### src/rtl/hscp_consts.vh
`ifndef HSCP_CONSTS_VH
`define HSCP_CONSTS_VH
`define HSCP_FIFO_DEPTH 19
`define HSCP_SLOT_BITS 8
`define HSCP_CTRL_SLOT 5'h01
`define HSCP_SLOT_D0 2'h0
`define HSCP_SLOT_D2 2'h1
`define HSCP_SLOT_D3 2'h2
`define HSCP_SLOT_D4 2'h3
`define HSCP_WDOG_FRAMES 16'h0100
`define HSCP_IRQ_BITS 4
`endif

### src/rtl/hscp_fifo.v
`timescale 1ns/1ps
`include "hscp_consts.vh"
module hscp_fifo #(
    parameter WIDTH = 8,
    parameter DEPTH = `HSCP_FIFO_DEPTH
) (
    // Clock and reset
    input wire clk_sys,
    input wire reset_n,
    // Write side
    input wire wr_valid,
    output wire wr_ready,
    input wire [WIDTH-1:0] wr_data,
    // Read side
    output wire rd_valid,
    input wire rd_ready,
    output wire [WIDTH-1:0] rd_data
);
    // Sized copies keep the pointer and count compares at their own widths
    localparam [5:0] FULL_COUNT = DEPTH;
    localparam [4:0] LAST_INDEX = DEPTH - 1;
    reg [WIDTH-1:0] mem [0:DEPTH-1];
    reg [4:0] wp;
    reg [4:0] rp;
    reg [5:0] count;
    wire do_wr;
    wire do_rd;

    assign wr_ready = (count != FULL_COUNT);
    assign rd_valid = (count != 6'h00);
    assign rd_data = mem[rp];
    assign do_wr = wr_valid && wr_ready;
    assign do_rd = rd_valid && rd_ready;

    // Store of nineteen entries; reset empties it
    always @(posedge clk_sys) begin
        if (!reset_n) begin
            wp <= 5'h00;
            rp <= 5'h00;
            count <= 6'h00;
        end else begin
            if (do_wr) begin
                mem[wp] <= wr_data;
                wp <= (wp == LAST_INDEX) ? 5'h00 : wp + 5'h01;
            end
            if (do_rd) begin
                rp <= (rp == LAST_INDEX) ? 5'h00 : rp + 5'h01;
            end
            if (do_wr && !do_rd) begin
                count <= count + 6'h01;
            end else if (do_rd && !do_wr) begin
                count <= count - 6'h01;
            end
        end
    end
endmodule

### src/rtl/hscp_sync.v
`timescale 1ns/1ps
module hscp_sync #(
    parameter WIDTH = 1
) (
    // Clock and reset
    input wire clk_sys,
    input wire reset_n,
    // Levels
    input wire [WIDTH-1:0] async_in,
    output reg [WIDTH-1:0] sync_out
);
    reg [WIDTH-1:0] meta;

    // First stage is read by the second stage only
    always @(posedge clk_sys) begin
        if (!reset_n) begin
            meta <= {WIDTH{1'b0}};
            sync_out <= {WIDTH{1'b0}};
        end else begin
            meta <= async_in;
            sync_out <= meta;
        end
    end
endmodule

### src/rtl/hscp_port.v
`timescale 1ns/1ps
`include "hscp_consts.vh"
module hscp_port #(
    parameter WDOG_FRAMES = `HSCP_WDOG_FRAMES
) (
    // Clock and reset
    input wire clk_sys,
    input wire reset_n,
    // Link pins
    input wire bit_clock_in,
    input wire frame_pulse_in,
    input wire tx_clock_enable_n,
    input wire rx_clock_enable_n,
    input wire serial_channel_in,
    output reg serial_channel_out,
    output wire serial_channel_oe,
    // Control
    input wire external_timing,
    input wire bit_rate_clock_select,
    input wire [1:0] data_slot_sel,
    input wire [7:0] control_tx,
    output reg [7:0] control_rx,
    // Transmit bytes
    input wire tx_valid,
    output wire tx_ready,
    input wire [7:0] tx_data,
    // Receive bytes
    output wire rx_valid,
    input wire rx_ready,
    output wire [7:0] rx_data,
    output wire rx_overrun,
    // Watchdog and interrupts
    input wire watchdog_kick,
    output wire watchdog_out_n,
    input wire [`HSCP_IRQ_BITS-1:0] irq_flags,
    input wire [`HSCP_IRQ_BITS-1:0] irq_enables,
    output wire interrupt_request_n,
    output wire interrupt_request_oe,
    // Register select pass-through for the host port decoder
    input wire [3:0] register_select_lines,
    output reg [3:0] register_select
);
    ////////////////////////////////////////////////////////////////////////
    // Pin synchronisers
    wire [4:0] pins_s;
    reg ck_d;
    reg fp_d;
    wire ck;
    wire fp;
    wire txen_n;
    wire rxen_n;
    wire sin;

    hscp_sync #(.WIDTH(5)) u_sync (
        .clk_sys(clk_sys),
        .reset_n(reset_n),
        .async_in({bit_clock_in, frame_pulse_in, tx_clock_enable_n,
                   rx_clock_enable_n, serial_channel_in}),
        .sync_out(pins_s)
    );
    assign ck = pins_s[4];
    assign fp = pins_s[3];
    assign txen_n = pins_s[2];
    assign rxen_n = pins_s[1];
    assign sin = pins_s[0];

    always @(posedge clk_sys) begin
        if (!reset_n) begin
            ck_d <= 1'b0;
            fp_d <= 1'b0;
        end else begin
            ck_d <= ck;
            fp_d <= fp;
        end
    end

    wire ck_rise = ck && !ck_d;
    wire ck_fall = !ck && ck_d;
    wire fp_rise = fp && !fp_d;

    ////////////////////////////////////////////////////////////////////////
    // Bit timing
    // Double-rate clock halves into one bit per two falls
    reg half;
    wire int_tick = ck_fall && (!bit_rate_clock_select || half);
    wire tx_gate = external_timing ? !txen_n : 1'b1;
    wire rx_gate = external_timing ? !rxen_n : 1'b1;
    wire tx_tick = external_timing ? (ck_rise && tx_gate) : int_tick;
    wire rx_tick = external_timing ? (ck_fall && rx_gate) : int_tick;

    reg [2:0] bit_cnt;
    reg [4:0] slot;
    wire frame_start = !external_timing && fp_rise;

    always @(posedge clk_sys) begin
        if (!reset_n) begin
            half <= 1'b0;
            bit_cnt <= 3'h0;
            slot <= 5'h00;
        end else if (frame_start) begin
            half <= 1'b0;
            bit_cnt <= 3'h0;
            slot <= 5'h00;
        end else if (external_timing) begin
            half <= 1'b0;
            // One count per bit: follow the transmit side when it runs
            if (tx_gate ? tx_tick : rx_tick) begin
                bit_cnt <= bit_cnt + 3'h1;
            end
        end else if (ck_fall) begin
            half <= !half;
            if (int_tick) begin
                bit_cnt <= bit_cnt + 3'h1;
                if (bit_cnt == 3'h7) begin
                    slot <= slot + 5'h01;
                end
            end
        end
    end

    // Data slot mapping: 0, 2, 3 or 4
    reg [4:0] data_slot;
    always @* begin
        case (data_slot_sel)
            `HSCP_SLOT_D0: data_slot = 5'h00;
            `HSCP_SLOT_D2: data_slot = 5'h02;
            `HSCP_SLOT_D3: data_slot = 5'h03;
            default: data_slot = 5'h04;
        endcase
    end
    wire in_data = external_timing || (slot == data_slot);
    wire in_ctrl = !external_timing && (slot == `HSCP_CTRL_SLOT);

    ////////////////////////////////////////////////////////////////////////
    // Byte stores
    wire txf_valid;
    wire [7:0] txf_data;
    wire txf_pop;
    reg rxf_push;
    reg [7:0] rxf_byte;
    wire rxf_ready;

    hscp_fifo #(.WIDTH(8), .DEPTH(`HSCP_FIFO_DEPTH)) u_txf (
        .clk_sys(clk_sys),
        .reset_n(reset_n),
        .wr_valid(tx_valid),
        .wr_ready(tx_ready),
        .wr_data(tx_data),
        .rd_valid(txf_valid),
        .rd_ready(txf_pop),
        .rd_data(txf_data)
    );
    hscp_fifo #(.WIDTH(8), .DEPTH(`HSCP_FIFO_DEPTH)) u_rxf (
        .clk_sys(clk_sys),
        .reset_n(reset_n),
        .wr_valid(rxf_push),
        .wr_ready(rxf_ready),
        .wr_data(rxf_byte),
        .rd_valid(rx_valid),
        .rd_ready(rx_ready),
        .rd_data(rx_data)
    );
    assign rx_overrun = rxf_push && !rxf_ready;

    ////////////////////////////////////////////////////////////////////////
    // Transmit shifter, NRZ, LSB first; idle sends ones
    reg [7:0] tx_sh;
    reg [7:0] ctl_sh;
    assign txf_pop = tx_tick && in_data && (bit_cnt == 3'h0) && txf_valid;

    always @(posedge clk_sys) begin
        if (!reset_n) begin
            tx_sh <= 8'hff;
            ctl_sh <= 8'hff;
            serial_channel_out <= 1'b1;
        end else if (tx_tick) begin
            if (in_ctrl) begin
                if (bit_cnt == 3'h0) begin
                    serial_channel_out <= control_tx[0];
                    ctl_sh <= {1'b1, control_tx[7:1]};
                end else begin
                    serial_channel_out <= ctl_sh[0];
                    ctl_sh <= {1'b1, ctl_sh[7:1]};
                end
            end else if (in_data) begin
                if (bit_cnt == 3'h0) begin
                    serial_channel_out <= txf_valid ? txf_data[0] : 1'b1;
                    tx_sh <= txf_valid ? {1'b1, txf_data[7:1]} : 8'hff;
                end else begin
                    serial_channel_out <= tx_sh[0];
                    tx_sh <= {1'b1, tx_sh[7:1]};
                end
            end else begin
                serial_channel_out <= 1'b1;
            end
        end
    end
    // Output enable drops with the transmit enable under external timing; internal timing always drives
    assign serial_channel_oe = tx_gate;

    ////////////////////////////////////////////////////////////////////////
    // Receive shifter
    reg [7:0] rx_sh;
    always @(posedge clk_sys) begin
        if (!reset_n) begin
            rx_sh <= 8'h00;
            rxf_push <= 1'b0;
            rxf_byte <= 8'h00;
            control_rx <= 8'h00;
        end else begin
            rxf_push <= 1'b0;
            if (rx_tick && (in_data || in_ctrl)) begin
                rx_sh <= {sin, rx_sh[7:1]};
                if (bit_cnt == 3'h7) begin
                    if (in_ctrl) begin
                        control_rx <= {sin, rx_sh[7:1]};
                    end else begin
                        rxf_byte <= {sin, rx_sh[7:1]};
                        rxf_push <= 1'b1;
                    end
                end
            end
        end
    end

    ////////////////////////////////////////////////////////////////////////
    // Watchdog counts frame pulses; kick restarts it
    localparam [15:0] WD_LAST = WDOG_FRAMES - 1;
    reg [15:0] wd_cnt;
    reg wd_expired;
    wire wd_step = fp_rise && !wd_expired;
    always @(posedge clk_sys) begin
        if (!reset_n) begin
            wd_cnt <= 16'h0000;
            wd_expired <= 1'b0;
        end else begin
            if (watchdog_kick) begin
                wd_cnt <= 16'h0000;
                wd_expired <= 1'b0;
            end else if (wd_step) begin
                wd_cnt <= wd_cnt + 16'h0001;
            end
            // Expiry wins over a kick in the same cycle
            if (wd_step && (wd_cnt == WD_LAST)) begin
                wd_expired <= 1'b1;
            end
        end
    end
    // Held low through reset as well as on expiry
    assign watchdog_out_n = !(wd_expired || !reset_n);

    ////////////////////////////////////////////////////////////////////////
    // Open-drain interrupt: drive low only for enabled flags
    reg irq_any;
    always @(posedge clk_sys) begin
        if (!reset_n) begin
            irq_any <= 1'b0;
            register_select <= 4'h0;
        end else begin
            irq_any <= |(irq_flags & irq_enables);
            register_select <= register_select_lines;
        end
    end
    assign interrupt_request_n = 1'b0;
    assign interrupt_request_oe = irq_any;
endmodule

### config.mk
export PLATFORM = sky130hd
export DESIGN_NAME = hscp_port
export DESIGN_NICKNAME = d
export VERILOG_FILES = /design/src/rtl/hscp_fifo.v /design/src/rtl/hscp_sync.v /design/src/rtl/hscp_port.v
export VERILOG_INCLUDE_DIRS = /design/src /design/src/rtl
export SDC_FILE = /design/constraint.sdc
export NUM_CORES = 1
export LEC_CHECK = 0
export BUFFER_PORTS_ARGS = -buffer_cell sky130_fd_sc_hd__clkbuf_2
export CAP_MARGIN = 25
export CORE_UTILIZATION = 35
export DETAILED_ROUTE_END_ITERATION = 8
export PLACE_DENSITY = 0.59
export SLEW_MARGIN = 25
export SYNTH_ARGS = -nofsm -noshare
export SYNTH_HDL_FRONTEND = slang
export SYNTH_HIERARCHICAL = 1
export SYNTH_SLANG_ARGS = --single-unit
### constraint.sdc
create_clock -name clk_sys -period 9.19 [get_ports clk_sys]
set_input_delay 2.757 -clock clk_sys [delete_from_list [all_inputs] [get_ports clk_sys]]
set_output_delay 2.757 -clock clk_sys [all_outputs]
set_load 0.05 [all_outputs]
==> reports/results.tsv <==
metric	value	unit
outcome	finished, final reports clean	
max frequency	0.1543	GHz
number of enable flip-flop cells after synthesis	304	
Post-Route Setup TNS	0	ns
Top FF cell, synth	edfxtp_1	
pin count of the biggest net entering global routing	63	
Std-Cell Rows	82	
chip width	228.7	um
clk_lat worst skew	0.59	ns
CP Capture Type	output port	
Synth Net Count	1441	
Netlist cell types	74	
GRT Resource Usage Total	0.1481	
GP Congestion	0.8082	
Slew Limit Headroom	0.3788	
Final period util	0.7051	
# DRC	0	
Reg clk slew, reported paths	0.06	ns
WL per Instance	18.15	um
final instance area	0.02036	mm^2
ANT cells	0	
Power Density	196.3	mW/mm^2
post-cts sizing count	0	
DRC marker count from the first detailed-route iteration	708	
CP Launch Type	primary input	
number of port buffers	68	
final hold violation count	0	
hold slack	0.4266	ns
mean post-synth cell area	13.16	um^2
Post-CTS Setup Bufs	0	
drt first pass iters	5	
vias in the first global route	10720	
share of post-route cells with drive strength above 1	0.1261	
compound-cell area share of the yosys netlist	0.08046	
Yosys warning total	6	
Antenna Nets Post-Route	0	
crit-path max FO	20	
P&R area growth vs syn	13.16	%
Setup violations, final	0	
Die Ht	228.7	um
CTS tree	yes	
Worst VDD drop	118.4	uV
number of vias per cell	5.106	
die area	0.05232	mm^2
Leakage Power	6.739	nW
CP dominant cell by count	clkbuf_2	
mux contribution to synthesized area	0.09576	
Critical-path top delay cell	inv_1	
total congestion overflow	0	
hold_buf cts	0	
initial antenna violation count	0	
WP data required	6.43	ns
Worst EP arrival	3.72	ns
crit-path max cell delay	0.49	ns
Synth Area in Simple Gates	0.1150	
Seq/Total Area, Yosys	0.6453	
H-tree lvl count	2	
worst r2r src	slot[0]	
Tmin final	6.480	ns
Mapped Area	0.01799	mm^2
asr flop ratio synth	0	
max-cap violation count	0	
Nets	1498	
Slew @ Worst Pin	0.9306	ns
placed cell area	0.01891	mm^2
Cell Chain, Critical Path	clkbuf_2 > inv_1 > nor2_1 > clkbuf_2	
DR vias	10880	
IO Pins	70	
CTS buffer count	45	
adder and majority cell fraction of the synthesized area	0.02309	
crit path kind	in2out	
Initial Utilization	0.3564	
clk buf depth	3	
main combinational cell family by area after synthesis	simple AND/OR/NAND/NOR gates	
Post-Synthesis Cells	1367	
Detail Placement HPWL	25100	um
Final Skew	0.02738	ns
Core Area	0.05048	mm^2
RSZ-0062 raised after global routing	no	
clock sinks	428	
XOR/XNOR share of the synthesized area	0.01655	
first-pass GRT wire length	60140	um
Total Wirelength	38680	um
Worst Setup SP	reset_n	
Hold Path Origin	u_sync/meta[1]	
hold crit path type	reg2reg	
Slew Viols, Final	0	
Root Driver	clkbuf_16	
Synth Register Bits	428	
## where the power goes
| part | total, W | leakage (nW) | switching, W | internal, W |
|---|---|---|---|---|
| Clock | 0.00177 | 0.701 | 0.000741 | 0.00103 |
| Sequential | 0.00208 | 3.90 | 0.0000118 | 0.00207 |
| Combinational | 0.000149 | 2.14 | 0.0000959 | 0.0000532 |
| Total | 0.00400 | 6.74 | 0.000848 | 0.00315 |
## flip-flops by register name, indices dropped and copies added (netlist names), 3 cells and up, named ones only
signal	flops
u_rxf/mem	152
u_txf/mem	152
wd_cnt	16
control_rx	8
rxf_byte	8
ctl_sh	7
rx_sh	7
tx_sh	7
u_rxf/count	6
u_txf/count	6
slot	5
u_rxf/rp	5
u_rxf/wp	5
u_sync/meta	5
u_sync/sync_out	5
u_txf/rp	5
u_txf/wp	5
register_select	4
bit_cnt	3
## worst paths after layout
check                                           to  slack, ns  cells past startpoint
worst max-delay path                watchdog_out_n       2.71                      4
worst min-delay path            u_sync/sync_out[1]       0.43                      1
worst max register to register      u_txf/count[5]       5.62                     11
worst min register to register  u_sync/sync_out[1]       0.43                      1
## cells in the mapped netlist (all sizes together), types with 5 or more instances
cell     instances  area share
nor4            13      0.0045
a211o            6      0.0029
ha              30       0.021
a21oi           41       0.012
nand3           71       0.021
xnor2           15      0.0073
a211oi           9      0.0038
clkbuf          17      0.0035
o2111ai         14      0.0068
edfxtp         304        0.51
nor3            12      0.0040
buf             47       0.014
o21ai           53       0.017
or2              6      0.0021
nand4            7      0.0028
nor2            90       0.019
or4bb            6      0.0038
o31ai            6      0.0025
mux2            17       0.011
nand2          109       0.023
o21a             5      0.0021
or3             13      0.0051
dfxtp          124        0.14
and2            20      0.0070
inv             29      0.0062
xor2            19      0.0092
and4             5      0.0024
nand2b           6      0.0021
o211ai          18      0.0075
nor2b           16      0.0056
mux2i          153       0.085
and3            11      0.0038
a22oi           34       0.014
## cells in the final DEF, fill, tap and decap left out, drive strengths merged, types with 13 or more instances in the layout
master   count
mux2        17
and2        20
ha          30
or3         13
o21ai       53
a21oi       41
edfxtp     304
mux2i      153
nor2        90
inv         31
a22oi       34
nand2      109
o211ai      18
xor2        19
nor4        13
dfxtp      124
o2111ai     14
xnor2       15
nor2b       16
clkinv      15
clkbuf     127
nand3       71
## cell type report
class | instances | area (um^2)
Clock buffer | 59 | 1229
Clock inverter | 23 | 219.0
Fill cell | 4747 | 30120
Inverter | 29 | 111.4
Multi-Input combinational cell | 846 | 5956
Sequential cell | 428 | 11620
Tap cell | 672 | 840.8
Timing Repair Buffer | 74 | 385.4
## layer usage
metal / vias up / track usage / routed length, um
met5: - / 0 / 0
met4: 0 / 0.06187 / 1178
met3: 75 / 0.02408 / 1540
met2: 234 / 0.2429 / 18400
met1: 5338 / 0.1942 / 17560
li1: 5233 / - / -
## per-stage QoR
step | setup WS, ns | std cells | util | power, W
after floorplan | 2.373 | 1367 | - | 0.002220
after global placement | 2.717 | 2049 | 0.3746 | 0.002264
after detailed placement | 2.664 | 2049 | 0.3746 | 0.002269
after CTS | 2.662 | 2131 | 0.4033 | 0.004043
after global routing | 2.613 | 2131 | 0.4033 | 0.004127
final | 2.710 | 2131 | 0.4033 | 0.003997
## worst max-delay path: cells and delay by family
family	cells	cell delay (ns)
AND/OR/NAND/NOR	1	0.10
buffers and inverters	3	0.85
## cells by family (layout without fill, tap and decap cells)
group	count (synthesis)	in the layout
AO/OA/AOI/OAI	205	205
multiplexers	170	170
AND/OR/NAND/NOR	404	404
other	1	1
flip-flops	428	428
adder cells (fa/ha/maj)	32	32
XOR/XNOR	34	34
buffers and inverters	93	185
(Power assumes the default switching activity.)
